--- src/pkg/adcss_pkg.sv ---
// Overview of operation
// - External ascending mode converts channels zero up to index, serial-paced, no averaging.
// - Upper modes convert index up to top input; internal averages, external does not.
// - Custom modes convert listed channels once, ascending, at most 16; internal averages.
// - Free-order mode walks up to 256 list entries, external pacing, no averaging.
// - Free-order list entries are unrestricted: repeats and any order allowed.
// - Scan codes 1010 to 1111 keep the previous mode and ignore low bits.
// - Channel index is plain binary; 0 to 15 select inputs zero to fifteen.
// - Scan code zero keeps the current mode and ignores the low eleven bits.
package adcss_pkg;

  // ------------------------------------------------------------
  // Register offsets (byte addresses)
  // ------------------------------------------------------------
  localparam logic [7:0] OFF_CMD = 8'h00;
  localparam logic [7:0] OFF_CUSTOM = 8'h04;
  localparam logic [7:0] OFF_LIST_LEN = 8'h08;
  localparam logic [7:0] OFF_LIST_ADDR = 8'h0C;
  localparam logic [7:0] OFF_LIST_DATA = 8'h10;
  localparam logic [7:0] OFF_CTRL = 8'h14;
  localparam logic [7:0] OFF_STATUS = 8'h18;

  // ------------------------------------------------------------
  // Field positions
  // ------------------------------------------------------------
  localparam int CMD_SCAN_LSB = 11;
  localparam int CMD_CHAN_LSB = 7;
  localparam int CTRL_START_BIT = 0;
  localparam int CTRL_CLR_DONE_BIT = 1;
  localparam int CTRL_PART_LSB = 4;
  localparam int ST_BUSY_BIT = 0;
  localparam int ST_DONE_BIT = 1;
  localparam int ST_SCAN_LSB = 4;
  localparam int ST_ACT_CHAN_LSB = 8;
  localparam int ST_CUR_CHAN_LSB = 12;
  localparam int ST_COUNT_LSB = 16;

  // ------------------------------------------------------------
  // Scan-select codes
  // ------------------------------------------------------------
  localparam logic [3:0] SCAN_HOLD = 4'h0;
  localparam logic [3:0] SCAN_MANUAL = 4'h1;
  localparam logic [3:0] SCAN_REPEAT = 4'h2;
  localparam logic [3:0] SCAN_STD_INT = 4'h3;
  localparam logic [3:0] SCAN_STD_EXT = 4'h4;
  localparam logic [3:0] SCAN_UPPER_INT = 4'h5;
  localparam logic [3:0] SCAN_UPPER_EXT = 4'h6;
  localparam logic [3:0] SCAN_CUSTOM_INT = 4'h7;
  localparam logic [3:0] SCAN_CUSTOM_EXT = 4'h8;
  localparam logic [3:0] SCAN_FREE = 4'h9;
  localparam logic [3:0] SCAN_LAST_VALID = 4'h9;

  // ------------------------------------------------------------
  // Part sizes and input masks
  // ------------------------------------------------------------
  localparam logic [1:0] PART_16 = 2'h0;
  localparam logic [1:0] PART_8 = 2'h1;
  localparam logic [15:0] INPUT_MASK_16 = 16'hFFFF;
  localparam logic [15:0] INPUT_MASK_8 = 16'h00FF;
  localparam logic [15:0] INPUT_MASK_4 = 16'h000F;
  localparam int LIST_DEPTH = 256;
  localparam int NUM_INPUTS = 16;

  // ------------------------------------------------------------
  // Reset values and bus answers
  // ------------------------------------------------------------
  localparam logic [3:0] RST_SCAN = 4'h4;
  localparam logic [3:0] RST_CHAN = 4'h0;
  localparam logic [15:0] RST_CUSTOM = 16'h0000;
  localparam logic [7:0] RST_LIST_LEN = 8'h00;
  localparam logic [1:0] RST_PART = 2'h0;
  localparam logic [1:0] RESP_OKAY = 2'h0;
  localparam logic [1:0] RESP_SLVERR = 2'h2;

  // ------------------------------------------------------------
  // Types
  // ------------------------------------------------------------
  typedef enum logic [2:0] {
    ADCSS_S_IDLE = 3'h1,
    ADCSS_S_ISSUE = 3'h2,
    ADCSS_S_WAIT = 3'h4
  } adcss_state_t;

  typedef struct packed {
    logic [3:0] channel;
    logic average;
    logic internal_clk;
  } adcss_conv_t;

endpackage

--- src/design/adcss_lowest_bit.sv ---
`timescale 1ns/1ns
// Finds the lowest set bit of a channel mask
module adcss_lowest_bit (
  input logic [15:0] mask,
  output logic found,
  output logic [3:0] index
);

  logic [15:0] below;
  logic [15:0] pick;

  // ------------------------------------------------------------
  // Priority chain, one stage per input
  // ------------------------------------------------------------
  genvar i;
  for (i = 0; i < adcss_pkg::NUM_INPUTS; i++) begin : g_bit
    if (i == 0) begin : g_first
      assign below[i] = 1'b0;
    end else begin : g_rest
      assign below[i] = below[i-1] | mask[i-1];
    end
    assign pick[i] = mask[i] & ~below[i];
  end

  // Pick is one-hot, so OR of indices is the index
  always_comb begin
    index = 4'h0;
    for (int k = 0; k < adcss_pkg::NUM_INPUTS; k++) begin
      if (pick[k]) begin
        index = index | 4'(k);
      end
    end
  end

  assign found = |mask;

endmodule // adcss_lowest_bit

--- src/design/adcss_scan_sequencer.sv ---
// The register addresses and register access over AXI4-Lite were left to the implementer.
`timescale 1ns/1ns
module adcss_scan_sequencer (
  input logic aclk,
  input logic aresetn,
  input logic [7:0] s_axi_awaddr,
  input logic s_axi_awvalid,
  output logic s_axi_awready,
  input logic [31:0] s_axi_wdata,
  input logic [3:0] s_axi_wstrb,
  input logic s_axi_wvalid,
  output logic s_axi_wready,
  output logic [1:0] s_axi_bresp,
  output logic s_axi_bvalid,
  input logic s_axi_bready,
  input logic [7:0] s_axi_araddr,
  input logic s_axi_arvalid,
  output logic s_axi_arready,
  output logic [31:0] s_axi_rdata,
  output logic [1:0] s_axi_rresp,
  output logic s_axi_rvalid,
  input logic s_axi_rready,
  input logic ext_pace_pin,
  input logic conv_done,
  output logic conv_req,
  output adcss_pkg::adcss_conv_t conv,
  output logic scan_busy,
  output logic scan_done
);

  // ------------------------------------------------------------
  // Declarations
  // ------------------------------------------------------------
  logic aw_held, w_held, do_write, start_req, clr_done;
  logic [7:0] wr_addr;
  logic [31:0] wr_data, wr_merged, wmask;
  logic [3:0] wr_strb, new_scan, new_chan;
  logic [3:0] pend_scan, pend_chan, act_scan, act_chan, cur_chan;
  logic [15:0] custom_mask, rem;
  logic [7:0] list_len_m1, list_addr;
  logic [3:0] list_mem [adcss_pkg::LIST_DEPTH];
  logic [1:0] part_sel;
  logic [8:0] idx, res_count;
  logic done_flag, pace_s1, pace_s2, pace_s3, pace_edge;
  logic found, more, step_ok, act_internal, act_free, cmd_wr, cmd_valid;
  logic [3:0] found_idx, next_chan;
  adcss_pkg::adcss_state_t state;

  function automatic logic is_internal(input logic [3:0] s);
    return s == adcss_pkg::SCAN_REPEAT || s == adcss_pkg::SCAN_STD_INT ||
           s == adcss_pkg::SCAN_UPPER_INT || s == adcss_pkg::SCAN_CUSTOM_INT;
  endfunction

  function automatic logic is_mapped(input logic [7:0] a);
    return a inside {adcss_pkg::OFF_CMD, adcss_pkg::OFF_CUSTOM, adcss_pkg::OFF_LIST_LEN,
                     adcss_pkg::OFF_LIST_ADDR, adcss_pkg::OFF_LIST_DATA,
                     adcss_pkg::OFF_CTRL, adcss_pkg::OFF_STATUS};
  endfunction

  // Read view of every register, shared by reads and write merges
  function automatic logic [31:0] regval(input logic [7:0] a);
    logic [31:0] r;
    r = 32'h0000_0000;
    case (a)
      adcss_pkg::OFF_CMD: begin
        r = (32'(pend_scan) << adcss_pkg::CMD_SCAN_LSB) |
            (32'(pend_chan) << adcss_pkg::CMD_CHAN_LSB);
      end
      adcss_pkg::OFF_CUSTOM: r = 32'(custom_mask);
      adcss_pkg::OFF_LIST_LEN: r = 32'(list_len_m1);
      adcss_pkg::OFF_LIST_ADDR: r = 32'(list_addr);
      adcss_pkg::OFF_LIST_DATA: r = 32'(list_mem[list_addr]);
      adcss_pkg::OFF_CTRL: r = 32'(part_sel) << adcss_pkg::CTRL_PART_LSB;
      adcss_pkg::OFF_STATUS: begin
        r = (32'(scan_busy) << adcss_pkg::ST_BUSY_BIT) |
            (32'(done_flag) << adcss_pkg::ST_DONE_BIT) |
            (32'(act_scan) << adcss_pkg::ST_SCAN_LSB) |
            (32'(act_chan) << adcss_pkg::ST_ACT_CHAN_LSB) |
            (32'(cur_chan) << adcss_pkg::ST_CUR_CHAN_LSB) |
            (32'(res_count) << adcss_pkg::ST_COUNT_LSB);
      end
      default: r = 32'h0000_0000;
    endcase
    return r;
  endfunction

  // Channel set of a mask-driven scan, clipped to the inputs of part p
  function automatic logic [15:0] scan_mask(input logic [3:0] s, input logic [3:0] n,
                                            input logic [1:0] p);
    logic [15:0] m;
    logic [15:0] lim;
    m = 16'h0000;
    for (int k = 0; k < adcss_pkg::NUM_INPUTS; k++) begin
      case (s)
        adcss_pkg::SCAN_STD_INT, adcss_pkg::SCAN_STD_EXT: m[k] = (k <= int'(n));
        adcss_pkg::SCAN_UPPER_INT, adcss_pkg::SCAN_UPPER_EXT: m[k] = (k >= int'(n));
        adcss_pkg::SCAN_CUSTOM_INT, adcss_pkg::SCAN_CUSTOM_EXT: m[k] = custom_mask[k];
        default: m[k] = (k == int'(n));
      endcase
    end
    case (p)
      adcss_pkg::PART_16: lim = adcss_pkg::INPUT_MASK_16;
      adcss_pkg::PART_8: lim = adcss_pkg::INPUT_MASK_8;
      default: lim = adcss_pkg::INPUT_MASK_4;
    endcase
    return m & lim;
  endfunction

  // ------------------------------------------------------------
  // AXI4-Lite write channel
  // ------------------------------------------------------------
  // Address and data may arrive in either order; held until both present
  assign s_axi_awready = !aw_held && !s_axi_bvalid;
  assign s_axi_wready = !w_held && !s_axi_bvalid;
  assign do_write = aw_held && w_held && !s_axi_bvalid;
  assign wmask = {{8{wr_strb[3]}}, {8{wr_strb[2]}}, {8{wr_strb[1]}}, {8{wr_strb[0]}}};
  assign wr_merged = (regval(wr_addr) & ~wmask) | (wr_data & wmask);
  assign new_scan = wr_merged[adcss_pkg::CMD_SCAN_LSB +: 4];
  assign new_chan = wr_merged[adcss_pkg::CMD_CHAN_LSB +: 4];
  assign cmd_wr = do_write && wr_addr == adcss_pkg::OFF_CMD;
  assign cmd_valid = new_scan != adcss_pkg::SCAN_HOLD && new_scan <= adcss_pkg::SCAN_LAST_VALID;
  assign start_req = do_write && wr_addr == adcss_pkg::OFF_CTRL &&
                     wr_merged[adcss_pkg::CTRL_START_BIT];
  assign clr_done = do_write && wr_addr == adcss_pkg::OFF_CTRL &&
                    wr_merged[adcss_pkg::CTRL_CLR_DONE_BIT];

  always_ff @(posedge aclk) begin
    if (!aresetn) begin
      aw_held <= 1'b0;
      w_held <= 1'b0;
      wr_addr <= 8'h00;
      wr_data <= 32'h0000_0000;
      wr_strb <= 4'h0;
      s_axi_bvalid <= 1'b0;
      s_axi_bresp <= adcss_pkg::RESP_OKAY;
    end else begin
      if (s_axi_awvalid && s_axi_awready) begin
        aw_held <= 1'b1;
        wr_addr <= s_axi_awaddr;
      end
      if (s_axi_wvalid && s_axi_wready) begin
        w_held <= 1'b1;
        wr_data <= s_axi_wdata;
        wr_strb <= s_axi_wstrb;
      end
      if (do_write) begin
        aw_held <= 1'b0;
        w_held <= 1'b0;
        s_axi_bvalid <= 1'b1;
        s_axi_bresp <= is_mapped(wr_addr) ? adcss_pkg::RESP_OKAY : adcss_pkg::RESP_SLVERR;
      end else if (s_axi_bready) begin
        s_axi_bvalid <= 1'b0;
      end
    end
  end

  // ------------------------------------------------------------
  // AXI4-Lite read channel
  // ------------------------------------------------------------
  assign s_axi_arready = !s_axi_rvalid;

  always_ff @(posedge aclk) begin
    if (!aresetn) begin
      s_axi_rvalid <= 1'b0;
      s_axi_rdata <= 32'h0000_0000;
      s_axi_rresp <= adcss_pkg::RESP_OKAY;
    end else if (s_axi_arvalid && s_axi_arready) begin
      s_axi_rvalid <= 1'b1;
      s_axi_rdata <= regval(s_axi_araddr);
      s_axi_rresp <= is_mapped(s_axi_araddr) ? adcss_pkg::RESP_OKAY : adcss_pkg::RESP_SLVERR;
    end else if (s_axi_rready) begin
      s_axi_rvalid <= 1'b0;
    end
  end

  // ------------------------------------------------------------
  // Configuration registers
  // ------------------------------------------------------------
  // Command only stages the mode; a running scan keeps its own copy
  always_ff @(posedge aclk) begin
    if (!aresetn) begin
      pend_scan <= adcss_pkg::RST_SCAN;
      pend_chan <= adcss_pkg::RST_CHAN;
      custom_mask <= adcss_pkg::RST_CUSTOM;
      list_len_m1 <= adcss_pkg::RST_LIST_LEN;
      list_addr <= 8'h00;
      part_sel <= adcss_pkg::RST_PART;
      for (int k = 0; k < adcss_pkg::LIST_DEPTH; k++) begin
        list_mem[k] <= 4'h0;
      end
    end else if (do_write) begin
      case (wr_addr)
        adcss_pkg::OFF_CMD: begin
          if (cmd_valid) begin
            pend_scan <= new_scan;
            pend_chan <= new_chan;
          end
        end
        adcss_pkg::OFF_CUSTOM: custom_mask <= wr_merged[15:0];
        adcss_pkg::OFF_LIST_LEN: list_len_m1 <= wr_merged[7:0];
        adcss_pkg::OFF_LIST_ADDR: list_addr <= wr_merged[7:0];
        adcss_pkg::OFF_LIST_DATA: begin
          // Any channel, any order, repeats allowed
          list_mem[list_addr] <= wr_merged[3:0];
          list_addr <= list_addr + 8'h01;
        end
        adcss_pkg::OFF_CTRL: part_sel <= wr_merged[adcss_pkg::CTRL_PART_LSB +: 2];
        default: ;
      endcase
    end
  end

  // ------------------------------------------------------------
  // Serial pace pin synchroniser
  // ------------------------------------------------------------
  always_ff @(posedge aclk) begin
    if (!aresetn) begin
      pace_s1 <= 1'b0;
      pace_s2 <= 1'b0;
      pace_s3 <= 1'b0;
    end else begin
      pace_s1 <= ext_pace_pin;
      pace_s2 <= pace_s1;
      pace_s3 <= pace_s2;
    end
  end
  assign pace_edge = pace_s2 && !pace_s3;

  // ------------------------------------------------------------
  // Scan walker
  // ------------------------------------------------------------
  adcss_lowest_bit u_lowest (
    .mask(rem),
    .found(found),
    .index(found_idx)
  );

  assign act_internal = is_internal(act_scan);
  assign act_free = act_scan == adcss_pkg::SCAN_FREE;
  assign next_chan = act_free ? list_mem[idx[7:0]] : found_idx;
  assign more = act_free ? (idx <= {1'b0, list_len_m1}) : found;
  // External modes advance only on a pace edge
  assign step_ok = act_internal || pace_edge;
  assign scan_busy = state != adcss_pkg::ADCSS_S_IDLE;

  // Sequence state; start is ignored while a scan runs
  always_ff @(posedge aclk) begin
    if (!aresetn) begin
      state <= adcss_pkg::ADCSS_S_IDLE;
      act_scan <= adcss_pkg::RST_SCAN;
      act_chan <= adcss_pkg::RST_CHAN;
      cur_chan <= 4'h0;
      rem <= 16'h0000;
      idx <= 9'h000;
      res_count <= 9'h000;
      conv_req <= 1'b0;
      conv <= '0;
      scan_done <= 1'b0;
    end else begin
      conv_req <= 1'b0;
      scan_done <= 1'b0;
      case (state)
        adcss_pkg::ADCSS_S_IDLE: begin
          if (start_req) begin
            act_scan <= pend_scan;
            act_chan <= pend_chan;
            // Part size from the start word itself, so one write sizes and starts
            rem <= scan_mask(pend_scan, pend_chan,
                             wr_merged[adcss_pkg::CTRL_PART_LSB +: 2]);
            idx <= 9'h000;
            res_count <= 9'h000;
            state <= adcss_pkg::ADCSS_S_ISSUE;
          end
        end
        adcss_pkg::ADCSS_S_ISSUE: begin
          if (!more) begin
            scan_done <= 1'b1;
            state <= adcss_pkg::ADCSS_S_IDLE;
          end else if (step_ok) begin
            conv_req <= 1'b1;
            conv.channel <= next_chan;
            conv.average <= act_internal;
            conv.internal_clk <= act_internal;
            cur_chan <= next_chan;
            if (act_free) begin
              idx <= idx + 9'h001;
            end else begin
              rem[found_idx] <= 1'b0;
            end
            state <= adcss_pkg::ADCSS_S_WAIT;
          end
        end
        adcss_pkg::ADCSS_S_WAIT: begin
          if (conv_done) begin
            res_count <= res_count + 9'h001;
            state <= adcss_pkg::ADCSS_S_ISSUE;
          end
        end
        default: state <= adcss_pkg::ADCSS_S_IDLE;
      endcase
    end
  end

  // Sticky done; a new end of scan beats a same-cycle clear
  always_ff @(posedge aclk) begin
    if (!aresetn) begin
      done_flag <= 1'b0;
    end else if (scan_done) begin
      done_flag <= 1'b1;
    end else if (clr_done) begin
      done_flag <= 1'b0;
    end
  end

  // ------------------------------------------------------------
  // Checks
  // ------------------------------------------------------------
  logic [3:0] last_chan;
  logic issued_any;

  // Last channel issued in the current scan, for order checks
  always_ff @(posedge aclk) begin
    if (!aresetn || state == adcss_pkg::ADCSS_S_IDLE) begin
      last_chan <= 4'h0;
      issued_any <= 1'b0;
    end else if (conv_req) begin
      last_chan <= conv.channel;
      issued_any <= 1'b1;
    end
  end

  chk_hold_code: assert property (@(posedge aclk) disable iff (!aresetn)
    cmd_wr && new_scan == adcss_pkg::SCAN_HOLD |=> $stable(pend_scan) && $stable(pend_chan))
    else $error("hold code changed the staged mode");
  chk_unused_code: assert property (@(posedge aclk) disable iff (!aresetn)
    cmd_wr && new_scan > adcss_pkg::SCAN_LAST_VALID |=> $stable(pend_scan) && $stable(pend_chan))
    else $error("unassigned code changed the staged mode");
  chk_latch_cmd: assert property (@(posedge aclk) disable iff (!aresetn)
    cmd_wr && cmd_valid |=> pend_scan == $past(new_scan) && pend_chan == $past(new_chan))
    else $error("valid command not staged");
  chk_apply_start: assert property (@(posedge aclk) disable iff (!aresetn)
    state == adcss_pkg::ADCSS_S_IDLE && start_req
    |=> act_scan == $past(pend_scan) && act_chan == $past(pend_chan) ##1 (scan_busy || scan_done))
    else $error("staged mode not applied at scan start");
  chk_std_range: assert property (@(posedge aclk) disable iff (!aresetn)
    conv_req && act_scan == adcss_pkg::SCAN_STD_EXT |-> conv.channel <= act_chan && !conv.average)
    else $error("ascending scan left its range");
  chk_upper_range: assert property (@(posedge aclk) disable iff (!aresetn)
    conv_req && (act_scan == adcss_pkg::SCAN_UPPER_INT || act_scan == adcss_pkg::SCAN_UPPER_EXT)
    |-> conv.channel >= act_chan && conv.average == (act_scan == adcss_pkg::SCAN_UPPER_INT))
    else $error("upper scan below index or wrong averaging");
  chk_custom_order: assert property (@(posedge aclk) disable iff (!aresetn)
    conv_req && issued_any && (act_scan == adcss_pkg::SCAN_CUSTOM_INT ||
    act_scan == adcss_pkg::SCAN_CUSTOM_EXT || act_scan == adcss_pkg::SCAN_STD_EXT)
    |-> conv.channel > last_chan)
    else $error("list scan not strictly ascending");
  chk_free_entry: assert property (@(posedge aclk) disable iff (!aresetn)
    conv_req && act_free |-> conv.channel == list_mem[idx[7:0] - 8'h01] &&
    !conv.average && !conv.internal_clk)
    else $error("free list entry not issued as stored");
  chk_ext_pace: assert property (@(posedge aclk) disable iff (!aresetn)
    conv_req && !conv.internal_clk |-> $past(pace_edge))
    else $error("external-clock conversion without pace edge");
  chk_bus_answer: assert property (@(posedge aclk) disable iff (!aresetn)
    s_axi_awvalid && s_axi_awready && s_axi_wvalid && s_axi_wready ##1 1'b1 |=> s_axi_bvalid)
    else $error("write response late");

endmodule // adcss_scan_sequencer

--- config.mk ---
export PLATFORM = sky130hd
export DESIGN_NAME = adcss_scan_sequencer
export DESIGN_NICKNAME = d
export VERILOG_FILES = /design/src/pkg/adcss_pkg.sv /design/src/design/adcss_lowest_bit.sv /design/src/design/adcss_scan_sequencer.sv
export SDC_FILE = /design/constraint.sdc
export NUM_CORES = 2
export LEC_CHECK = 0
export BUFFER_PORTS_ARGS = -buffer_cell sky130_fd_sc_hd__buf_4
export CAP_MARGIN = 25
export CORE_AREA = 3 3 512 514
export DETAILED_ROUTE_END_ITERATION = 10
export DIE_AREA = 0 0 515 517
export PLACE_DENSITY = 0.42
export SLEW_MARGIN = 20
export SYNTH_ARGS = -nofsm -noshare
export SYNTH_HDL_FRONTEND = slang
export SYNTH_HIERARCHICAL = 1
export SYNTH_SLANG_ARGS = --single-unit
export TNS_END_PERCENT = 10
--- constraint.sdc ---
create_clock -name aclk -period 4.02 [get_ports aclk]
set_input_delay 0.603 -clock aclk [delete_from_list [all_inputs] [get_ports aclk]]
set_output_delay 0.603 -clock aclk [all_outputs]
set_load 0.005 [all_outputs]
# Yosys cells after proc, flatten, opt, wreduce, memory -nomap -nowiden

Memory sizes are Yosys's and may differ from the RTL's. A register that Yosys moved wholly into a read port is not among the register bits.
Cells that the tools add are included.
W data, S select, Z words.

Add/subtract/negate cells: 3
$lt $le $gt $ge: 34
Equal/unequal tests: 50
Muxes and demuxes: 129
Bitwise gates (word level): 58
Reductions and logical operators: 54

Operators by type and width:

| cell                  | count |
|---|---|
| $pmux W25 S7          | 1 |
| $mux W16              | 7 |
| $pmux W16 S7          | 1 |
| $mux W1               | 65 |
| $and A16 B16 Y16      | 4 |
| $pmux W16 S2          | 2 |
| $eq A8 B5 Y1 const B  | 6 |
| $pmux W1 S3           | 16 |
| $mux W9               | 5 |
| $mux W4               | 10 |
| $mux W8               | 5 |
| $pmux W9 S2           | 2 |
| $eq A4 B4 Y1 const A  | 8 |
| $eq A8 B4 Y1 const B  | 4 |
| $le A4 B4 Y1 const A  | 8 |
| $not A16 Y16          | 2 |
| $ge A4 B4 Y1 const A  | 7 |
| $or A16 B25 Y25       | 1 |
| $eq A4 B3 Y1 const B  | 6 |
| $mux W3               | 8 |
| $add A9 B1 Y9 const B | 2 |
| $eq A3 B4 Y1 const A  | 4 |
| $eq A8 B3 Y1 const B  | 2 |
| $ge A3 B4 Y1 const A  | 4 |
| other kinds (49)      | 148 |

Flip-flop bits (word level): 164
RAM bits: 1,024
Bits of input ports: 61
Output and inout port bits: 50
Word-level logic and storage cells: 359
Memories kept: 1

Memory list:

| name     | depth | width | rd ports | clocked after Yosys merged registers in | write ports | line                       | source |
|---|---|---|---|---|---|---|---|
| list_mem | 256   | 4     | 2        | 2                                       | 256         | adcss_scan_sequencer.sv:41 | `logic [3:0] list_mem [adcss_pkg::LIST_DEPTH];` |

# Longest topological paths before layout

Depth after elaboration: 27
Mapped depth: 16
Gate-level depth less buffers: 10

# Cells and area by module

The synthesis kept the hierarchy.

Modules (own cells, without submodules):

| module               | instances | cells an instance | area each (µm²) | seq. area each (µm²) |
|---|---|---|---|---|
| adcss_scan_sequencer | 1         | 5,207             | 64,260.4        | 34,172.8 |
| adcss_lowest_bit     | 1         | 33                | 215.2           | 0.0 |

# Least setup slack after synthesis

Ideal clock, no wire load.

Path type: flip-flop to flip-flop
Start point: register wr_addr[7]
End point: memory list_mem[145][0] (enable)
Arrival: 2,760 ps
Required time: 3,659 ps
Setup slack: 899 ps
Cell stages (with the launch flop): 11
Buffers on the path: 4
Cell sequence: dfxtp_1 -> or4_1 -> buf_2 -> nor2_1 -> nand3_1 -> nor3_2 -> buf_2 -> nand3_1 -> clkbuf_1 -> buf_1 -> o21ai_0

RTL lines:

| element                  | line                        | source |
|---|---|---|
| start: declaration       | adcss_scan_sequencer.sv:35  | `logic [7:0] wr_addr;` |
| start signal: assignment | adcss_scan_sequencer.sv:139 | `wr_addr <= s_axi_awaddr;` |
| end: declaration         | adcss_scan_sequencer.sv:41  |  |

==> metrics.md <==
| Metric | Value |
|---|---|
| Status | finished, violations left |
| Failing checks | setup timing |
| Via count | just under 50000 |
| Synthesized instance count | 5240 |
| Setup violators final | 107 |
| # fillers | 26100 |
| Hold path depth | 3 |
| Total power | 0.0294 W |
| Seq/Total Area, Yosys | 53.0% |
| Synth Area per Inst | 12.3 um^2 |
| DRT iter0 DRCs | around 5000 |
| Slew headroom | 27.6% |
| TritonCTS clock tree | done |
| Synth Cell Area | ~0.064 mm^2 |
| DR vias/cell | 5.47 |
| Nets | 5520 |
| Reg2Reg Setup Slack | -0.05 ns |
| Worst path bufs/invs | 9 |
| Starting density of the core | between 20% and 30% |
| RSZ-0062 raised after global routing | yes |
| Drt pass-1 iters | 6 |
| Grt ovf | 0 |
| Post-synth top area cell | edfxtp_1 |
| I/O pins | 111 |
| Worst Path Max Fanout | 33 |
| Root Driver | clkbuf_16 |
| Worst-Margin Slew | 1.09 ns |
| Max Root-Sink Buffers | 3 |
| Crit-path most repeated cell | buf_12 |
| Die width | 515 um |
| R2R depth | 16 |
| Hold Startpoint | s_axi_wdata[14] |
| Setup TNS | -1.81 ns |
| Routed length per instance | approximately 29 um |
| Share of synthesized registers carrying an async set or reset | 0% |
| FMAX | roughly 0.25 GHz |
| Worst vdd ir | about 0.48 mV |
| Share of layout cells above drive strength 1 | 27.8% |
| Routed Antenna Nets | 0 |
| H-tree depth | 4 |
| Synth top area share | 47.7% |
| Final period utilization | 101% |
| Pwr Density | approximately 380 mW/mm^2 |
| Slowest CP cell | mux4_2 |
| WL final | around 260000 um |
| Worst-Skew Late Latency | 0.82 ns |
| TritonCTS Buffers | 143 |
| Max Clock Skew | 0.0424 ns |
| Critical Path End Type | flop |
| Synth top area cells | edfxtp_1 (48%), mux4_2 (16%), dfxtp_1 (5.3%) |
| Post-route minimum period | 4.07 ns |
| Number of global-route vias before repair | 48700 |
| Slew Viols, Final | 0 |
| Clock sink total | around 1200 |
| Top FF cell, synth | edfxtp_1 |
| Overall die height | 517 um |
| Overall routing resource usage | 18.7% |
| Largest delay share family, worst path | buffers and inverters |
| Cell Chain, Critical Path | buf_8 -> buf_12 -> buf_12 -> bufbuf_16 -> buf_4 -> mux4_2 -> mux2i_1 -> o22a_1 -> a311o_1 -> nand4_1 -> buf_12 -> a31oi_4 -> buf_12 -> buf_12 -> buf_12 -> nor3_1 |
| I/O Buffers | 83 |
| Hold Fails Final Rpt | 0 |
| WP data required | 4.56 ns |
| Clock transition at the registers of the reported paths | 0.06 ns |
| Worst Hold Class | input pin to flop |
| WS Path Type | flop to flop |
| First-pass GRT wire length | between 300000 and 400000 um |
| DIE AREA | 0.266 mm^2 |
| Worst R2R End | list_mem[234][1] |
| CP peak stage delay | 0.53 ns |
| Hold Path End | wr_data[14] |
| Final core utilization | 30.4% |
| Rows | between 150 and 200 |
| Max_cap viols | 0 |
| Post-synth EDFFs | between 1000 and 1500 |
| Final RePlAce weighted congestion | 0.883 |
| Total core area | 0.257 mm^2 |
| Final setup margin | -0.0494 ns |
| Flops & latches, synth | 1195 |
| Area growth syn-to-layout | 21.3% |
| P_leak | 24.3 nW |
| Post-DP HPWL | between 150000 and 200000 um |
| Syn. warnings | 6 |
| CP Launch Type | flop |
| Yosys cell types | 88 |
| Initial antenna violation count | 4 |
| Worst path arrival time | 4.60 ns |
| Setup WS pre-CTS | -0.352 ns |
| DRC | 0 |
| Largest net degree at the start of global routing | 129 |
## metrics by stage
stage	hold slack [ns]	cells	area (um^2)
final	0.0626	8948	78200
after global routing	0.0374	8945	78200
after CTS	0.00422	8911	77500
after detailed placement	0.428	8614	72100
after global placement	0.432	8613	72000
after floorplan	0.412	5248	64500
## cell type report
type / instances / area, um^2 / share of cell area, %
Tap cell: 3384 / 4230 / 5.41
Inverter: 25 / 96.3 / 0.123
Sequential cell: 1195 / 34200 / 43.7
Multi-Input combinational cell: 3356 / 27600 / 35.3
Clock inverter: 89 / 1010 / 1.29
Clock buffer: 171 / 3770 / 4.82
Antenna cell: 4 / 10.0 / 0.0128
Timing Repair Buffer: 724 / 7310 / 9.34
## report_power, final
group	internal (W)	switching, W
logic	0.000734	0.00113
registers	0.0138	0.000251
clock network	0.00788	0.00561
## cell families (layout without fill, tap and decap cells)
family	after synthesis	count (layout)	synth area share, %
and+or+nand+nor	1757	1757	13.3
DFF	1195	1195	53.0
AOI/OAI and AO/OA	915	915	9.09
buffers and inverters	697	1009	5.21
muxes	660	660	19.1
adders and majority gates	14	14	0.272
other	1	13	0.00582
xor gates and xnor gates	1	1	0.0136
## worst max path at each step
stage	start	end	slack (ns)	depth (start not counted)
after floorplan	wr_addr[7]	list_mem[145][0]	0.90	10
after global placement	flop	list_mem[183][3]	-0.72	13
after detailed placement	flop	list_mem[182][3]	-0.35	13
after CTS	flop	list_mem[243][3]	-0.05	14
after global routing	flop	list_mem[251][1]	-0.08	16
final	flop	list_mem[234][1]	-0.05	16
## state kept, by name, indices dropped and copies added, names as in the netlist, 8 cells and up, named ones only
register / cells
custom_mask: 16
idx: 9
list_addr: 8
list_len_m1: 8
list_mem: 1024
rem: 16
res_count: 9
s_axi_rdata: 25
wr_addr: 8
wr_data: 16
## tightest hold or removal path, cell delays in order
cell,delay [ns]
buf_4,0.11
nand2_1,0.05
a21oi_1,0.05
## placed cells by master, fill, tap and decap left out, types with 13 or more instances in the layout
| cell type | n |
|---|---|
| clkinv_1 | 23 |
| bufinv_16 | 18 |
| clkinv_2 | 25 |
| edfxtp_1 | 1024 |
| mux4_2 | 454 |
| a221oi_1 | 24 |
| a22oi_1 | 218 |
| a211oi_1 | 16 |
| nor3_1 | 669 |
| and3_1 | 21 |
| a21oi_1 | 199 |
| nor3_2 | 13 |
| nor2b_1 | 21 |
| o21ai_0 | 257 |
| nor2_1 | 347 |
| mux2_2 | 17 |
| a31oi_1 | 30 |
| nand2_1 | 287 |
| inv_1 | 22 |
| nand3_1 | 64 |
| buf_4 | 559 |
| ha_1 | 14 |
| a22o_1 | 18 |
| mux2i_1 | 181 |
| buf_12 | 111 |
| nand2b_1 | 18 |
| o22ai_1 | 22 |
| o211ai_1 | 17 |
| buf_6 | 19 |
| clkbuf_1 | 22 |
| nor4_1 | 209 |
| clkbuf_16 | 153 |
| dfxtp_1 | 164 |
## repair_timing
action,in CTS,in global routing
hold endpoints to repair,10,0
hold buffers,10,0
resized for setup,36,72
cloned,5,8
setup buffers,22,28
endpoints found under the setup margin,989,903
pin swaps,7,13
## layer usage
layer	wire length [um]	share of wire (%)	GRT usage, %
met2	119000	46	29.9
met1	110000	43	25.3
met4	10000	3.9	6.79
met3	18300	7.1	3.48
met5	0	0	0
## cells in the mapped netlist, drive strengths merged (5+ instances only)
cell type	n
edfxtp	1024
nor3	683
mux4	454
clkbuf	416
nor2	351
nand2	298
o21ai	260
buf	256
a22oi	229
nor4	214
a21oi	207
mux2i	189
dfxtp	171
nand3	81
a31oi	33
a221oi	30
nor2b	28
inv	24
o22ai	24
and3	22
a211oi	19
nand2b	19
a22o	18
mux2	17
o211ai	17
ha	14
and2	12
a311oi	11
nand4	9
or2	9
or4	9
a2111oi	5
nand3b	5
o22a	5
o41ai	5
No activity file was read; power rests on OpenSTA's default activity.
